### config.mk
export PLATFORM = sky130hd
export DESIGN_NAME = sdl_synth_ctrl
export DESIGN_NICKNAME = d
export VERILOG_FILES = /design/src/sdl_sync.v /design/src/sdl_synth_ctrl.v
export VERILOG_INCLUDE_DIRS = /design/src
export SDC_FILE = /design/constraint.sdc
export NUM_CORES = 1
export LEC_CHECK = 0
export BUFFER_PORTS_ARGS = -buffer_cell sky130_fd_sc_hd__buf_2
export CELL_PAD_IN_SITES_DETAIL_PLACEMENT = 1
export CELL_PAD_IN_SITES_GLOBAL_PLACEMENT = 1
export CORE_MARGIN = 4
export CORE_UTILIZATION = 44
export DETAILED_ROUTE_END_ITERATION = 6
export GPL_TIMING_DRIVEN = 0
export PLACE_DENSITY_LB_ADDON = 0.1
export REMOVE_ABC_BUFFERS = 1
export SYNTH_ARGS = -nofsm -noshare
export SYNTH_HDL_FRONTEND = slang
export SYNTH_SLANG_ARGS = --single-unit
### constraint.sdc
create_clock -name MCLK -period 4 [get_ports MCLK]
set_clock_uncertainty 0.15 [all_clocks]
set_input_delay 0 -clock MCLK [delete_from_list [all_inputs] [get_ports MCLK]]
set_output_delay 0 -clock MCLK [all_outputs]
set_load 0.1 [all_outputs]
### src/sdl_regs.vh
// Constants for the synthesizer divider and lock control block
`ifndef SDL_REGS_VH
`define SDL_REGS_VH

// Serial word and address decode
`define SDL_WORD_BITS       24
`define SDL_ADDR_FREQ       2'b00
`define SDL_ADDR_CFG        2'b01
`define SDL_ADDR_IFCUR      2'b10
// Frequency word fields
`define SDL_F_IFDEF         23
`define SDL_F_GPSSEL        22
`define SDL_F_LOCKEN        21
`define SDL_F_SPURCRL       20
`define SDL_F_MAIN_HI       19
`define SDL_F_MAIN_LO       16
`define SDL_F_SWAL_HI       15
`define SDL_F_SWAL_LO       13
`define SDL_F_NUM_HI        12
`define SDL_F_NUM_LO        2
// Configuration word fields
`define SDL_C_IFSEL_HI      23
`define SDL_C_IFSEL_LO      22
`define SDL_C_OSC           21
`define SDL_C_SPUR_HI       12
`define SDL_C_SPUR_LO       11
`define SDL_C_OUTLVL_HI     5
`define SDL_C_OUTLVL_LO     4
`define SDL_C_RFEN          3
`define SDL_C_IFEN          2
// IF current word field
`define SDL_IC_CUR_HI       23
`define SDL_IC_CUR_LO       22
// Bandwidth word fields
`define SDL_B_DUR_HI        23
`define SDL_B_DUR_LO        22
`define SDL_B_CRL_HI        21
`define SDL_B_CRL_LO        20
`define SDL_B_EN            19
// IF counter and IF reference word fields
`define SDL_I_SWAL_HI       16
`define SDL_I_SWAL_LO       13
`define SDL_I_MAIN_HI       12
`define SDL_I_MAIN_LO       4
`define SDL_I_REF_HI        13
`define SDL_I_REF_LO        5
// Reset values of the control words
`define SDL_RST_WORD        24'h000000
// Fraction denominators, one step per 10 kHz
`define SDL_DEN_1920        12'h780
`define SDL_DEN_1968        12'h7b0
// Default IF pairs and 120 kHz reference counts
`define SDL_DEF_MAIN_A      9'h0e5
`define SDL_DEF_SWAL_A      4'h9
`define SDL_DEF_MAIN_B      9'h058
`define SDL_DEF_SWAL_B      4'hf
`define SDL_DEF_MAIN_C      9'h0bf
`define SDL_DEF_SWAL_C      4'h4
`define SDL_DEF_REF_1920    9'h0a0
`define SDL_DEF_REF_1968    9'h0a4
// Lock detect timing
`define SDL_MCLK_PERIOD_NS  4
`define SDL_LOCK_WIN_NS     10
`define SDL_LOCK_WIN_CYC    ((`SDL_LOCK_WIN_NS) / (`SDL_MCLK_PERIOD_NS))
`define SDL_LOCK_GOOD       3'h4
`define SDL_CMP_LAST        6'h3f
// Spur reduction modes
`define SDL_SPUR_OFF        2'b00
`define SDL_SPUR_ONCE       2'b01

`endif

### src/sdl_sync.v
// Two-stage synchroniser with rising edge detect for outside inputs
`timescale 1ns/1ns
`default_nettype none
module sdl_sync #(
    parameter WIDTH = 1
) (
    // Clock and reset
    input  wire             clk,
    input  wire             rst_b,
    // Asynchronous inputs and their synchronised forms
    input  wire [WIDTH-1:0] din,
    output reg  [WIDTH-1:0] level,
    output reg  [WIDTH-1:0] rise
);
    reg [WIDTH-1:0] meta;
    reg [WIDTH-1:0] prev;

    // First stage feeds only the second stage
    always @(posedge clk) begin
        if (!rst_b) begin
            meta  <= {WIDTH{1'b0}};
            level <= {WIDTH{1'b0}};
            prev  <= {WIDTH{1'b0}};
            rise  <= {WIDTH{1'b0}};
        end else begin
            meta  <= din;
            level <= meta;
            prev  <= level;
            rise  <= level & ~prev;    // Edge taken after the second stage
        end
    end
endmodule // sdl_sync
`default_nettype wire

### src/sdl_synth_ctrl.v
// Divider, power, serial load and lock detect control of the synthesizer
`timescale 1ns/1ns
`default_nettype none
`include "sdl_regs.vh"
module sdl_synth_ctrl #(
    parameter VARIANT_CELL = 1'b0       // 0 selects the PCS variant
) (
    // Clock and reset
    input  wire       MCLK,
    input  wire       RST_B,
    // Serial programming pins
    input  wire       SER_CLK,
    input  wire       SER_DATA,
    input  wire       LATCH_STROBE,
    // Power control pin
    input  wire       CHIP_ENABLE,
    // Reference and VCO inputs
    input  wire       REF_OSC_IN,
    input  wire       RF_VCO_IN,
    input  wire       IF_VCO_IN,
    // Section power state
    output reg        RF_SECTION_ON,
    output reg        IF_SECTION_ON,
    // Divider outputs, one-cycle pulses
    output reg        RF_REF_PULSE,
    output reg        RF_FB_PULSE,
    output reg        IF_REF_PULSE,
    output reg        IF_FB_PULSE,
    // Lock and acquisition
    output reg        LOCK_INDICATOR_OUT,
    output reg        WIDEBAND_ACTIVE,
    output reg  [1:0] WIDEBAND_CONTROL,
    output reg        SPUR_UPDATE,
    // Analog settings passed through
    output reg  [1:0] OUTPUT_LEVEL,
    output reg  [1:0] IF_PUMP_CURRENT
);
    ////////////////////////////////////////////////////////////////////////
    // Input synchronisers
    wire [6:0] pin_level;
    wire [6:0] pin_rise;
    sdl_sync #(
        .WIDTH (7)
    ) u_sync (
        .clk   (MCLK),
        .rst_b (RST_B),
        .din   ({IF_VCO_IN, RF_VCO_IN, REF_OSC_IN, CHIP_ENABLE,
                 LATCH_STROBE, SER_DATA, SER_CLK}),
        .level (pin_level),
        .rise  (pin_rise)
    );
    wire ser_clk_rise = pin_rise[0];
    wire ser_data     = pin_level[1];
    wire latch_rise   = pin_rise[2];
    wire ce           = pin_level[3];
    wire ref_rise     = pin_rise[4];
    wire rfvco_rise   = pin_rise[5];
    wire ifvco_rise   = pin_rise[6];

    ////////////////////////////////////////////////////////////////////////
    // Serial shift register and control words
    reg [23:0] shift;
    reg [23:0] frequency_word;
    reg [23:0] cfg_word;
    reg [23:0] ifcur_word;
    reg [23:0] bw_word;
    reg [23:0] ifcnt_word;
    reg [23:0] ifref_word;
    reg        freq_loaded;

    // Data taken on serial clock rise, MSB first
    always @(posedge MCLK) begin
        if (!RST_B) begin
            shift          <= `SDL_RST_WORD;
            frequency_word <= `SDL_RST_WORD;
            cfg_word       <= `SDL_RST_WORD;
            ifcur_word     <= `SDL_RST_WORD;
            bw_word        <= `SDL_RST_WORD;
            ifcnt_word     <= `SDL_RST_WORD;
            ifref_word     <= `SDL_RST_WORD;
            freq_loaded    <= 1'b0;
        end else begin
            freq_loaded <= 1'b0;
            if (ser_clk_rise) begin
                shift <= {shift[22:0], ser_data};
            end
            // Strobe rise moves the word to the addressed register
            if (latch_rise) begin
                if (shift[1:0] == `SDL_ADDR_FREQ) begin
                    frequency_word <= shift;
                    freq_loaded    <= 1'b1;
                end else if (shift[1:0] == `SDL_ADDR_CFG) begin
                    cfg_word <= shift;
                end else if (shift[1:0] == `SDL_ADDR_IFCUR) begin
                    ifcur_word <= shift;
                end else if (!shift[2]) begin
                    bw_word <= shift;
                end else if (!shift[3]) begin
                    ifcnt_word <= shift;
                end else if (!shift[4]) begin
                    ifref_word <= shift;
                end
            end
        end
    end

    // Field views
    wire        if_default  = frequency_word[`SDL_F_IFDEF];
    wire        gps_sel     = frequency_word[`SDL_F_GPSSEL];
    wire        lock_en     = frequency_word[`SDL_F_LOCKEN];
    wire [3:0]  rf_main_count     = frequency_word[`SDL_F_MAIN_HI:`SDL_F_MAIN_LO];
    wire [2:0]  rf_swallow_count  = frequency_word[`SDL_F_SWAL_HI:`SDL_F_SWAL_LO];
    wire [10:0] rf_frac_numerator = frequency_word[`SDL_F_NUM_HI:`SDL_F_NUM_LO];
    wire [1:0]  if_sel      = cfg_word[`SDL_C_IFSEL_HI:`SDL_C_IFSEL_LO];
    wire        osc_1968    = cfg_word[`SDL_C_OSC];
    wire [1:0]  spur_mode   = cfg_word[`SDL_C_SPUR_HI:`SDL_C_SPUR_LO];
    wire        rf_section_enable = cfg_word[`SDL_C_RFEN];
    wire        if_section_enable = cfg_word[`SDL_C_IFEN];
    wire [1:0]  wideband_duration = bw_word[`SDL_B_DUR_HI:`SDL_B_DUR_LO];
    wire [1:0]  wideband_control  = bw_word[`SDL_B_CRL_HI:`SDL_B_CRL_LO];
    wire        wideband_enable   = bw_word[`SDL_B_EN];

    ////////////////////////////////////////////////////////////////////////
    // Power gating
    wire rf_on = ce & rf_section_enable;
    wire if_on = ce & if_section_enable;

    ////////////////////////////////////////////////////////////////////////
    // RF feedback divider with first-order fraction accumulator
    wire        mod8    = (VARIANT_CELL == gps_sel);
    wire [6:0]  main_x  = mod8 ? {rf_main_count, 3'b000}
                               : ({2'b00, rf_main_count, 1'b0} + {1'b0, rf_main_count, 2'b00});
    reg  [10:0] frac_acc;
    reg         frac_carry;
    reg  [7:0]  rf_cnt;
    wire [7:0]  rf_n    = {1'b0, main_x} + {5'h00, rf_swallow_count}
                        + {7'h00, frac_carry};
    wire [11:0] den     = osc_1968 ? `SDL_DEN_1968 : `SDL_DEN_1920;
    wire [11:0] acc_sum = {1'b0, frac_acc} + {1'b0, rf_frac_numerator};
    wire        acc_ovf = (acc_sum >= den);
    wire [11:0] acc_sub = acc_sum - den;
    wire        rf_wrap = rfvco_rise && (rf_cnt + 8'h01 >= rf_n);

    // Each numerator step adds one VCO cycle per denominator divisions
    always @(posedge MCLK) begin
        if (!RST_B || !rf_on) begin
            rf_cnt     <= 8'h00;
            frac_acc   <= 11'h000;
            frac_carry <= 1'b0;
        end else if (rfvco_rise) begin
            if (rf_wrap) begin
                rf_cnt     <= 8'h00;
                frac_acc   <= acc_ovf ? acc_sub[10:0] : acc_sum[10:0];
                frac_carry <= acc_ovf;
            end else begin
                rf_cnt <= rf_cnt + 8'h01;
            end
        end
    end

    ////////////////////////////////////////////////////////////////////////
    // IF dividers, programmed or default pairs
    reg  [8:0]  if_main;
    reg  [3:0]  if_swal;
    wire [8:0]  if_ref_n = if_default ? (osc_1968 ? `SDL_DEF_REF_1968 : `SDL_DEF_REF_1920)
                                      : ifref_word[`SDL_I_REF_HI:`SDL_I_REF_LO];

    // Default pair picked by the IF selection code
    always @* begin
        if (!if_default) begin
            if_main = ifcnt_word[`SDL_I_MAIN_HI:`SDL_I_MAIN_LO];
            if_swal = ifcnt_word[`SDL_I_SWAL_HI:`SDL_I_SWAL_LO];
        end else if (if_sel == 2'b10) begin
            if_main = `SDL_DEF_MAIN_A;
            if_swal = `SDL_DEF_SWAL_A;
        end else if (if_sel == 2'b00) begin
            if_main = `SDL_DEF_MAIN_B;
            if_swal = `SDL_DEF_SWAL_B;
        end else begin
            if_main = `SDL_DEF_MAIN_C;
            if_swal = `SDL_DEF_SWAL_C;
        end
    end

    wire [12:0] if_n = {if_main, 4'h0} + {9'h000, if_swal};
    reg  [12:0] if_cnt;
    reg  [8:0]  if_ref_cnt;
    wire        if_wrap  = ifvco_rise && (if_cnt + 13'h0001 >= if_n);
    wire        ifr_wrap = ref_rise && (if_ref_cnt + 9'h001 >= if_ref_n);

    // Both IF counters idle while the IF section is off
    always @(posedge MCLK) begin
        if (!RST_B || !if_on) begin
            if_cnt     <= 13'h0000;
            if_ref_cnt <= 9'h000;
        end else begin
            if (ifvco_rise) begin
                if_cnt <= if_wrap ? 13'h0000 : if_cnt + 13'h0001;
            end
            if (ref_rise) begin
                if_ref_cnt <= ifr_wrap ? 9'h000 : if_ref_cnt + 9'h001;
            end
        end
    end

    ////////////////////////////////////////////////////////////////////////
    // Lock detector: compare every 64th reference and feedback edge
    reg  [5:0] ref_ph;
    reg  [5:0] fb_ph;
    reg        wait_ref;
    reg        wait_fb;
    reg  [7:0] err_cnt;
    reg  [2:0] good_cnt;
    reg        locked;
    wire       ref_tick = rf_on && ref_rise && (ref_ph == `SDL_CMP_LAST);
    wire       fb_tick  = rf_wrap && (fb_ph == `SDL_CMP_LAST);
    reg        cmp_done;
    reg        cmp_good;

    // Leading edge starts the error count, trailing edge ends it
    always @* begin
        cmp_done = 1'b0;
        cmp_good = 1'b0;
        if (wait_ref || wait_fb) begin
            if ((wait_ref && ref_tick) || (wait_fb && fb_tick)) begin
                cmp_done = 1'b1;
                cmp_good = (err_cnt <= `SDL_LOCK_WIN_CYC);
            end else if ((wait_ref && fb_tick) || (wait_fb && ref_tick)) begin
                cmp_done = 1'b1;                                     // Missed edge is a bad one
            end
        end else if (ref_tick && fb_tick) begin
            cmp_done = 1'b1;
            cmp_good = 1'b1;
        end
    end

    // Filter needs four uninterrupted good comparisons
    always @(posedge MCLK) begin
        if (!RST_B || !rf_on) begin
            ref_ph   <= 6'h00;
            fb_ph    <= 6'h00;
            wait_ref <= 1'b0;
            wait_fb  <= 1'b0;
            err_cnt  <= 8'h00;
            good_cnt <= 3'h0;
            locked   <= 1'b0;
        end else begin
            if (ref_rise) begin
                ref_ph <= ref_ph + 6'h01;
            end
            if (rf_wrap) begin
                fb_ph <= fb_ph + 6'h01;
            end
            if (err_cnt != 8'hff) begin
                err_cnt <= err_cnt + 8'h01;                          // Saturates on long errors
            end
            if (cmp_done && !cmp_good && (ref_tick != fb_tick)
                && ((wait_ref && fb_tick) || (wait_fb && ref_tick))) begin
                err_cnt <= 8'h01;                                    // Restart on the new edge
            end else if (cmp_done) begin
                wait_ref <= 1'b0;
                wait_fb  <= 1'b0;
            end else if (!wait_ref && !wait_fb && (ref_tick || fb_tick)) begin
                wait_ref <= fb_tick;
                wait_fb  <= ref_tick;
                err_cnt  <= 8'h01;
            end
            if (cmp_done && cmp_good) begin
                if (good_cnt != `SDL_LOCK_GOOD) begin
                    good_cnt <= good_cnt + 3'h1;
                end
                if (good_cnt + 3'h1 >= `SDL_LOCK_GOOD) begin
                    locked <= 1'b1;
                end
            end else if (cmp_done) begin
                good_cnt <= 3'h0;
                locked   <= 1'b0;
            end
        end
    end

    ////////////////////////////////////////////////////////////////////////
    // Acquisition bandwidth control
    reg       rf_on_q;
    reg       locked_q;
    reg [8:0] wb_cnt;
    reg       wb_on;
    wire [2:0] dur_units = {1'b0, wideband_duration} + 3'h1;
    wire       wb_start  = wideband_enable && ((rf_on && !rf_on_q) || freq_loaded);

    // Wide loop from each retune until lock or the duration runs out
    always @(posedge MCLK) begin
        if (!RST_B) begin
            rf_on_q  <= 1'b0;
            locked_q <= 1'b0;
            wb_cnt   <= 9'h000;
            wb_on    <= 1'b0;
        end else begin
            rf_on_q  <= rf_on;
            locked_q <= locked;
            if (!rf_on) begin
                wb_on <= 1'b0;
            end else if (wb_start) begin
                wb_on  <= 1'b1;
                wb_cnt <= {dur_units, 6'h00};
            end else if (locked || (wb_cnt == 9'h000)) begin
                wb_on <= 1'b0;
            end else if (wb_on && ref_rise) begin
                wb_cnt <= wb_cnt - 9'h001;
            end
        end
    end

    ////////////////////////////////////////////////////////////////////////
    // Registered outputs
    always @(posedge MCLK) begin
        if (!RST_B) begin
            RF_SECTION_ON      <= 1'b0;
            IF_SECTION_ON      <= 1'b0;
            RF_REF_PULSE       <= 1'b0;
            RF_FB_PULSE        <= 1'b0;
            IF_REF_PULSE       <= 1'b0;
            IF_FB_PULSE        <= 1'b0;
            LOCK_INDICATOR_OUT <= 1'b0;
            WIDEBAND_ACTIVE    <= 1'b0;
            WIDEBAND_CONTROL   <= 2'b00;
            SPUR_UPDATE        <= 1'b0;
            OUTPUT_LEVEL       <= 2'b00;
            IF_PUMP_CURRENT    <= 2'b00;
        end else begin
            RF_SECTION_ON      <= rf_on;
            IF_SECTION_ON      <= if_on;
            RF_REF_PULSE       <= rf_on & ref_rise;
            RF_FB_PULSE        <= rf_on & rf_wrap;
            IF_REF_PULSE       <= if_on & ifr_wrap;
            IF_FB_PULSE        <= if_on & if_wrap;
            LOCK_INDICATOR_OUT <= lock_en & rf_on & locked;
            WIDEBAND_ACTIVE    <= wb_on;
            WIDEBAND_CONTROL   <= wideband_control;
            // Once mode fires on lock rise, continuous on each locked compare
            if (!rf_on || spur_mode == `SDL_SPUR_OFF) begin
                SPUR_UPDATE <= 1'b0;
            end else if (spur_mode == `SDL_SPUR_ONCE) begin
                SPUR_UPDATE <= locked & ~locked_q;
            end else begin
                SPUR_UPDATE <= cmp_done & locked;
            end
            OUTPUT_LEVEL       <= cfg_word[`SDL_C_OUTLVL_HI:`SDL_C_OUTLVL_LO];
            IF_PUMP_CURRENT    <= ifcur_word[`SDL_IC_CUR_HI:`SDL_IC_CUR_LO];
        end
    end
endmodule // sdl_synth_ctrl
`default_nettype wire

Yosys cells after proc, flatten, opt, wreduce, memory -nomap -nowiden
Index checks and enable logic that the tools add are counted.
{"block": "word_totals", "regBits": 271, "word_cells": 194}
{"block": "classes", "n_addsub": 15, "n_lt_le_gt_ge": 6, "n_eq_ne": 12, "muxes": 41, "bitwise": 21, "n_reduce_logical": 59}
{"op": "$mux W9", "count": 6}
{"op": "$mux W8", "count": 6}
{"op": "$logic_and A1 B1 Y1", "count": 20}
{"op": "$mux W1", "count": 18}
{"op": "$add A8 B1 Y8 const B", "count": 2}
{"op": "$reduce_and A2 Y1", "count": 7}
{"op": "$add A13 B1 Y13 const B", "count": 1}
{"op": "$add A13 B4 Y13", "count": 1}
{"op": "$ge A13 B13 Y1", "count": 1}
{"op": "$mux W13", "count": 1}
{"op": "$add A11 B11 Y12", "count": 1}
{"op": "$add A6 B1 Y6 const B", "count": 2}
{"op": "$eq A6 B6 Y1 const B", "count": 2}
{"op": "$ge A12 B11 Y1", "count": 1}
{"op": "$mux W3", "count": 4}
{"op": "$mux W4", "count": 3}
{"op": "$mux W11", "count": 1}
{"op": "$sub A11 B11 Y11", "count": 1}
{"op": "$and A1 B1 Y1", "count": 10}
{"op": "$add A9 B1 Y9 const B", "count": 1}
{"op": "$ge A9 B9 Y1", "count": 1}
{"op": "$logic_not A9 Y1", "count": 1}
{"op": "$logic_or A1 B1 Y1", "count": 9}
{"op": "$not A1 Y1", "count": 9}
{"op": "29 further kinds", "count": 45}

Logic depth before layout (Yosys ltp)
{"block": "logic_depth", "ltp_word": 17, "mapped_depth": 20, "mapped_depth_nobuf": 20}

Cells and area by module
A second synthesis with hierarchy kept.
{"block": "unflattened", "hier_cells": 1111, "area_unflattened_um2": 10142.2}
{"module": "sdl_synth_ctrl", "instances": 1, "cells_each": 1053, "area_per_inst_um2": 9366.5, "seq_area_each_um2": 3563.4}
{"module": "sdl_sync", "instances": 1, "cells_each": 58, "area_per_inst_um2": 775.7, "seq_area_each_um2": 560.5}

Worst setup path after synthesis
OpenSTA, ideal clock, no wires.
{"block": "synth_timing", "path_kind": "flip-flop to flip-flop", "start": "register frequency_word[17]", "end": "register wait_ref", "setup_ns": 0.116, "t_arrival_ns": 3.574, "setup_slack_ns": 0.160, "stages_incl_launch_ff": 15, "n_path_buf": 1, "cell_sequence": "dfxtp_1 -> ha_1 -> and2_1 -> ha_1 -> a21oi_1 -> or3_1 -> or3_1 -> ha_1 -> nand3_1 -> o31ai_1 -> clkbuf_1 -> a211oi_1 -> o31ai_4 -> nand2_1 -> a31o_2"}
{"block": "synth_between", "elab_chain_cells": 17, "word_cells_on_any_way": 30, "cone_classes": "add/sub: 3; order compare: 1; eq/ne: 1; mux: 9; bitwise: 1; reduce/logical: 15"}
{"element": "start, declared", "line_no": "sdl_synth_ctrl.v:63", "rtl": "reg [23:0] frequency_word;"}
{"element": "start signal, assigned", "line_no": "sdl_synth_ctrl.v:75", "rtl": "frequency_word <= `SDL_RST_WORD;"}
{"element": "start signal, assigned", "line_no": "sdl_synth_ctrl.v:90", "rtl": "frequency_word <= shift;"}
{"element": "$add A5 B6 Y7", "line_no": "sdl_synth_ctrl.v:132", "rtl": ": ({2'b00, rf_main_count, 1'b0} + {1'b0, rf_main_count, 2'b00});"}
{"element": "$mux W7 (*)", "line_no": "sdl_synth_ctrl.v:131", "rtl": "wire [6:0] main_x = mod8 ? {rf_main_count, 3'b000}"}
{"element": "$add A7 B3 Y8 (*)", "line_no": "sdl_synth_ctrl.v:136", "rtl": "wire [7:0] rf_n = {1'b0, main_x} + {5'h00, rf_swallow_count}"}
{"element": "$add A8 B1 Y8 (*)", "line_no": "sdl_synth_ctrl.v:137", "rtl": "+ {7'h00, frac_carry};"}
{"element": "$ge A8 B8 Y1 (*)", "line_no": "sdl_synth_ctrl.v:142", "rtl": "wire rf_wrap = rfvco_rise && (rf_cnt + 8'h01 >= rf_n);"}
{"element": "$logic_and A1 B1 Y1 (*)", "line_no": "sdl_synth_ctrl.v:142"}
{"element": "$logic_and A1 B1 Y1 (*)", "line_no": "sdl_synth_ctrl.v:216", "rtl": "wire fb_tick = rf_wrap && (fb_ph == `SDL_CMP_LAST);"}
{"element": "$logic_and A1 B1 Y1 (on tied branches)", "line_no": "sdl_synth_ctrl.v:228, sdl_synth_ctrl.v:258, sdl_synth_ctrl.v:225"}
{"element": "$logic_or A1 B1 Y1 (on tied branches)", "line_no": "sdl_synth_ctrl.v:228, sdl_synth_ctrl.v:258, sdl_synth_ctrl.v:225"}
{"element": "$mux W1 (on tied branches)", "line_no": "sdl_synth_ctrl.v:228, sdl_synth_ctrl.v:225"}
{"element": "$mux W1 (on tied branches)", "line_no": "sdl_synth_ctrl.v:225, sdl_synth_ctrl.v:224"}
{"element": "$mux W1 or $logic_not A1 Y1 (tied branches)", "line_no": "sdl_synth_ctrl.v:224, sdl_synth_ctrl.v:257"}
{"element": "$logic_and A1 B1 Y1 (2 in a row)", "line_no": "sdl_synth_ctrl.v:257", "rtl": "if (cmp_done && !cmp_good && (ref_tick != fb_tick)"}
{"element": "$logic_and A1 B1 Y1", "line_no": "sdl_synth_ctrl.v:258", "rtl": "&& ((wait_ref && fb_tick) || (wait_fb && ref_tick))) begin"}
{"element": "$not A1 Y1 (no source line)"}
{"element": "$reduce_and A2 Y1 (no source line)"}
{"element": "end signal, assigned", "line_no": "sdl_synth_ctrl.v:264", "rtl": "wait_ref <= fb_tick;"}
{"element": "end, declared", "line_no": "sdl_synth_ctrl.v:210", "rtl": "reg wait_ref;"}
Every way passes the cells marked *; elsewhere a longest branch is shown, timed or not. The select of a mux whose other input is x is not followed.
A chain may end at the register's enable or synchronous reset.

Worst setup path after layout
{"block": "layout_timing", "start": "register frequency_word[17]", "end": "register wait_fb"}
{"block": "layout_between", "elab_chain_cells": 17, "word_cells_on_any_way": 29, "cone_classes": "add/sub: 3; order compare: 1; eq/ne: 1; mux: 8; bitwise: 1; reduce/logical: 15"}
{"element": "$add A5 B6 Y7", "line_no": "sdl_synth_ctrl.v:132"}
{"element": "$mux W7 (*)", "line_no": "sdl_synth_ctrl.v:131"}
{"element": "$add A7 B3 Y8 (*)", "line_no": "sdl_synth_ctrl.v:136"}
{"element": "$add A8 B1 Y8 (*)", "line_no": "sdl_synth_ctrl.v:137"}
{"element": "$ge A8 B8 Y1 (*)", "line_no": "sdl_synth_ctrl.v:142"}
{"element": "$logic_and A1 B1 Y1 (*)", "line_no": "sdl_synth_ctrl.v:142"}
{"element": "$logic_and A1 B1 Y1 (*)", "line_no": "sdl_synth_ctrl.v:216"}
{"element": "$logic_and A1 B1 Y1 (on tied branches)", "line_no": "sdl_synth_ctrl.v:228, sdl_synth_ctrl.v:258, sdl_synth_ctrl.v:225"}
{"element": "$logic_or A1 B1 Y1 (on tied branches)", "line_no": "sdl_synth_ctrl.v:228, sdl_synth_ctrl.v:258, sdl_synth_ctrl.v:225"}
{"element": "$mux W1 (on tied branches)", "line_no": "sdl_synth_ctrl.v:228, sdl_synth_ctrl.v:225"}
{"element": "$mux W1 (on tied branches)", "line_no": "sdl_synth_ctrl.v:225, sdl_synth_ctrl.v:224"}
{"element": "$mux W1 or $logic_not A1 Y1 (tied branches)", "line_no": "sdl_synth_ctrl.v:224, sdl_synth_ctrl.v:257"}
{"element": "$logic_and A1 B1 Y1 (2 in a row)", "line_no": "sdl_synth_ctrl.v:257"}
{"element": "$logic_and A1 B1 Y1", "line_no": "sdl_synth_ctrl.v:258"}
{"element": "$not A1 Y1 (no source line)"}
{"element": "$reduce_and A2 Y1 (no source line)"}
{"element": "end signal, assigned", "line_no": "sdl_synth_ctrl.v:265", "rtl": "wait_fb <= ref_tick;"}
{"element": "end, declared", "line_no": "sdl_synth_ctrl.v:211", "rtl": "reg wait_fb;"}
Every way passes the cells marked *; elsewhere a longest branch is shown, timed or not.

==> flow_summary_export.csv <==
group,metric,value,unit
run_status,status,"completed",
routing,vias,7555,
worst_setup_path,ff2ff_setup_slack,0.05,ns
worst_setup_path,r2r_cells,16,
cts,root_buffer,"clkbuf_16",
synth,synth_edf_count,0,
timing,drv_slew,0,
worst_setup_path,cp.depth,16,
global_routing,grt_max_degree,112,
cts,htreeDepth,1,
worst_setup_path,cp-startpoint,"frequency_word[17]",
worst_setup_path,r2r-end,"wait_fb",
worst_setup_path,path_class,"reg2reg",
cts,ctsLongestPathBuffers,3,
die,die_area,25000,µm²
routing,drc_errors,0,
cells_and_area,syn_to_final_growth,16.9,%
place,hpwl,15.3,mm
timing,fmax,0.253,GHz
synth,ys_async_sr_fraction,0,%
routing,vias_per_cell,5.32,
run,drv_cap,0,
synth,synth-seq-cells,202,
timing,worst_slew_pin_slew,1.33,ns
place,gp_congestion,0.786,
synth,synthFlopType,"dfxtp_1",
global_routing,grt_pass1_vias,7742,
cells_and_area,nNetsFinal,1199,
worst_setup_path,arrival,4.20,ns
pwr,p_leak,0.00449,µW
global_routing,grt_overflow,0,
timing,timing.final.crit_period,3.95,ns
worst_setup_path,crit_path_max_fanout,4,
timing,rsz0062_at_grt,"true",
synth,seq_area_frac_synth,40.8,%
synth,synth_cell_type_count,66,
routing,wl_per_cell,16.0,µm
routing,drt-total-wl,22.7,mm
place,pre_cts_slack,-0.717,ns
global_routing,grt_usage,18.5,%
cts,cts_sinks,202,
place,dp.cells,1350,
routing,postRouteAntennaNets,0,
synth,syn_area,9910,µm²
place,numPortBuffers,23,
cells_and_area,stdcell_count,1419,
timing,setup_violations,0,
worst_setup_path,crit_top_cell,"ha_4",
hold_path,min_path_type,"in2reg",
die,die_height,158,µm
place,dpl_cell_area,10300,µm²
timing,holdWs,0.193,ns
cts,cts_tree,"done",
worst_setup_path,critical_path.slowest_cell,"fa_2",
worst_setup_path,worstReg2RegStart,"frequency_word[17]",
synth,yosys_warnings,0,
die,num_io_pins,24,
timing,period_share,98.9,%
die,core_region_area,22000,µm²
pwr,p_total,4280,µW
worst_setup_path,endpoint,"wait_fb",
routing,dr.pass1.iters,4,
cts,clk_latency,0.53,ns
worst_setup_path,cp-start-kind,"flip-flop",
routing,drt_iter0_markers,295,
cells_and_area,fin_area,11600,µm²
worst_setup_path,critical_path_buf_inv_count,3,
cts,cts_buffers,24,
timing,final.setup.worst_slack,0.0459,ns
timing,slew_headroom,10.9,%
global_routing,grt_pass1_wl,38.5,mm
die,fp.dieW,158,µm
die,fp-row-count,54,
cells_and_area,diodes,0,
worst_setup_path,crit_path_cell_trace,"ha_4, fa_2, mux2i_4, or3_4, or3_4, ha_4, nand3_2, o31ai_4, buf_8, and2_4, inv_4, ha_4, nor3_4, buf_4, o21ai_1, mux2i_1",
global_routing,antenna_found_initial,0,
synth,syn_area_per_cell,9.12,µm²
synth,synthCells,1086,
pwr,ir_worst_vdd,0.000290,V
worst_setup_path,cp_top_family,"simple AND/OR/NAND/NOR gates",
worst_setup_path,worstPathRequired,4.24,ns
worst_setup_path,slowest_delay,0.58,ns
pwr,powerDensity,369,nW/µm²
cells_and_area,drive_gt1_share,11.9,%
timing,hold_violations,0,
worst_setup_path,cp-end-kind,"flip-flop",
die,start_util,45.1,%
cts,clkTransAtPathRegs,0.06,ns
[flip-flops by register name, summed over array words and instances, names as in the netlist, 3 cells and up]
name,cells
bw_word,5
fb_ph,6
frequency_word,21
cfg_word,9
u_sync.rise,5
u_sync.meta,7
if_ref_cnt,9
ifref_word,9
ref_ph,6
rf_cnt,8
u_sync.level,7
frac_acc,11
ifcnt_word,13
u_sync.prev,5
good_cnt,3
if_cnt,13
shift,24
err_cnt,8
wb_cnt,9
[worst min path at each step]
| stage | from | endpoint | slack (ns) | cells after the start |
|---|---|---|---|---|
| after floorplan | RST_B | freq_loaded | -0.03 | 1 |
| after global placement | CHIP_ENABLE | u_sync.meta[3] | 0.05 | 2 |
| after detailed placement | SER_CLK | u_sync.meta[0] | 0.06 | 2 |
| after CTS | RST_B | IF_PUMP_CURRENT[0] | 0.15 | 3 |
| after global routing | RST_B | IF_PUMP_CURRENT[0] | 0.23 | 3 |
| final | RST_B | IF_PUMP_CURRENT[1] | 0.19 | 3 |
[where the power goes]
group	leakage (µW)	total, µW	switching [µW]	internal (µW)
clock	0.000401	2180	839	1340
sequential	0.00163	2030	9.26	2020
combinational	0.00245	66.4	29.5	36.9
total	0.00449	4280	878	3400
[worst register-to-register path: stages (launching register included)]
cell and delay, ns:
dfxtp_4 0.36, ha_4 0.16, fa_2 0.58, mux2i_4 0.08, or3_4 0.37, or3_4 0.35, ha_4 0.29, nand3_2 0.11
o31ai_4 0.26, buf_8 0.16, and2_4 0.18, inv_4 0.05, ha_4 0.15, nor3_4 0.22, buf_4 0.14, o21ai_1 0.08
mux2i_1 0.14
[routing by layer]
metal	track usage [%]	vias to the layer above	wire (µm)
met4	3.53	0	328
met3	2.62	24	473
met2	32.3	47	11000
met5	0	-	0
met1	24.7	3650	10900
li1	-	3834	-
[what timing repair did]
action,CTS,global route
hold buffers,15,0
hold endpoints to repair,117,0
setup endpoints to repair,29,19
buffers inserted,3,8
resized for setup,23,25
pin swaps,3,12
[through the flow]
stage               util (%)  setup TNS [ns]
floorplan                  -          -26.98
global placement        46.5          -68.25
detailed placement      46.9          -15.10
CTS                     51.9        -0.00144
global route            52.7          -0.501
finish                  52.7               0
[Yosys cell counts, drive strengths merged (7+ instances only)]
cell type | number | area (µm²)
nand2 | 122 | 458
xor2 | 44 | 385
a21o | 7 | 52.6
nor2b | 75 | 469
and2 | 36 | 225
o21ai | 47 | 243
a21oi | 57 | 285
mux2i | 72 | 721
and3 | 16 | 100
dfxtp | 202 | 4040
a32o | 8 | 80.1
or3 | 8 | 50.1
nand3 | 23 | 128
a21boi | 24 | 180
inv | 25 | 93.8
ha | 64 | 801
nand4 | 14 | 87.6
nand2b | 9 | 56.3
xnor2 | 23 | 201
clkbuf | 38 | 143
nor3 | 14 | 75.1
nor2 | 74 | 278
[placed cells by master (no fill, tap or decap), types with 19 or more instances in the layout]
master,instances
a21oi_1,53
xor2_1,44
nor2b_1,75
dfxtp_1,196
nand2_1,120
clkbuf_16,24
ha_1,59
o21ai_0,40
buf_2,22
and2_1,34
inv_1,24
nor2_1,72
nand3_1,19
a21boi_0,24
mux2i_1,70
xnor2_1,22
[layout make-up]
cell class              instances  area [µm²]
clock inverters                 4        70.1
repair buffers                 53         419
fillers                      2481       10400
inverters                      26         100
flip-flops and latches        202        4060
clock buffers                  39         747
multi-input cells             815        5840
well taps                     280         350
[cells by family (layout without fill, tap and decap cells)]
group | after synthesis | after routing | share of synthesized area (%)
and+or+nand+nor | 423 | 423 | 22.1
DFF | 202 | 202 | 40.8
AOI/OAI and AO/OA | 184 | 184 | 12.2
muxes | 73 | 73 | 7.39
buffers and inverters | 69 | 122 | 2.63
adders and majority gates | 68 | 68 | 8.89
xor gates and xnor gates | 67 | 67 | 5.92
(Power assumes the default switching activity.)
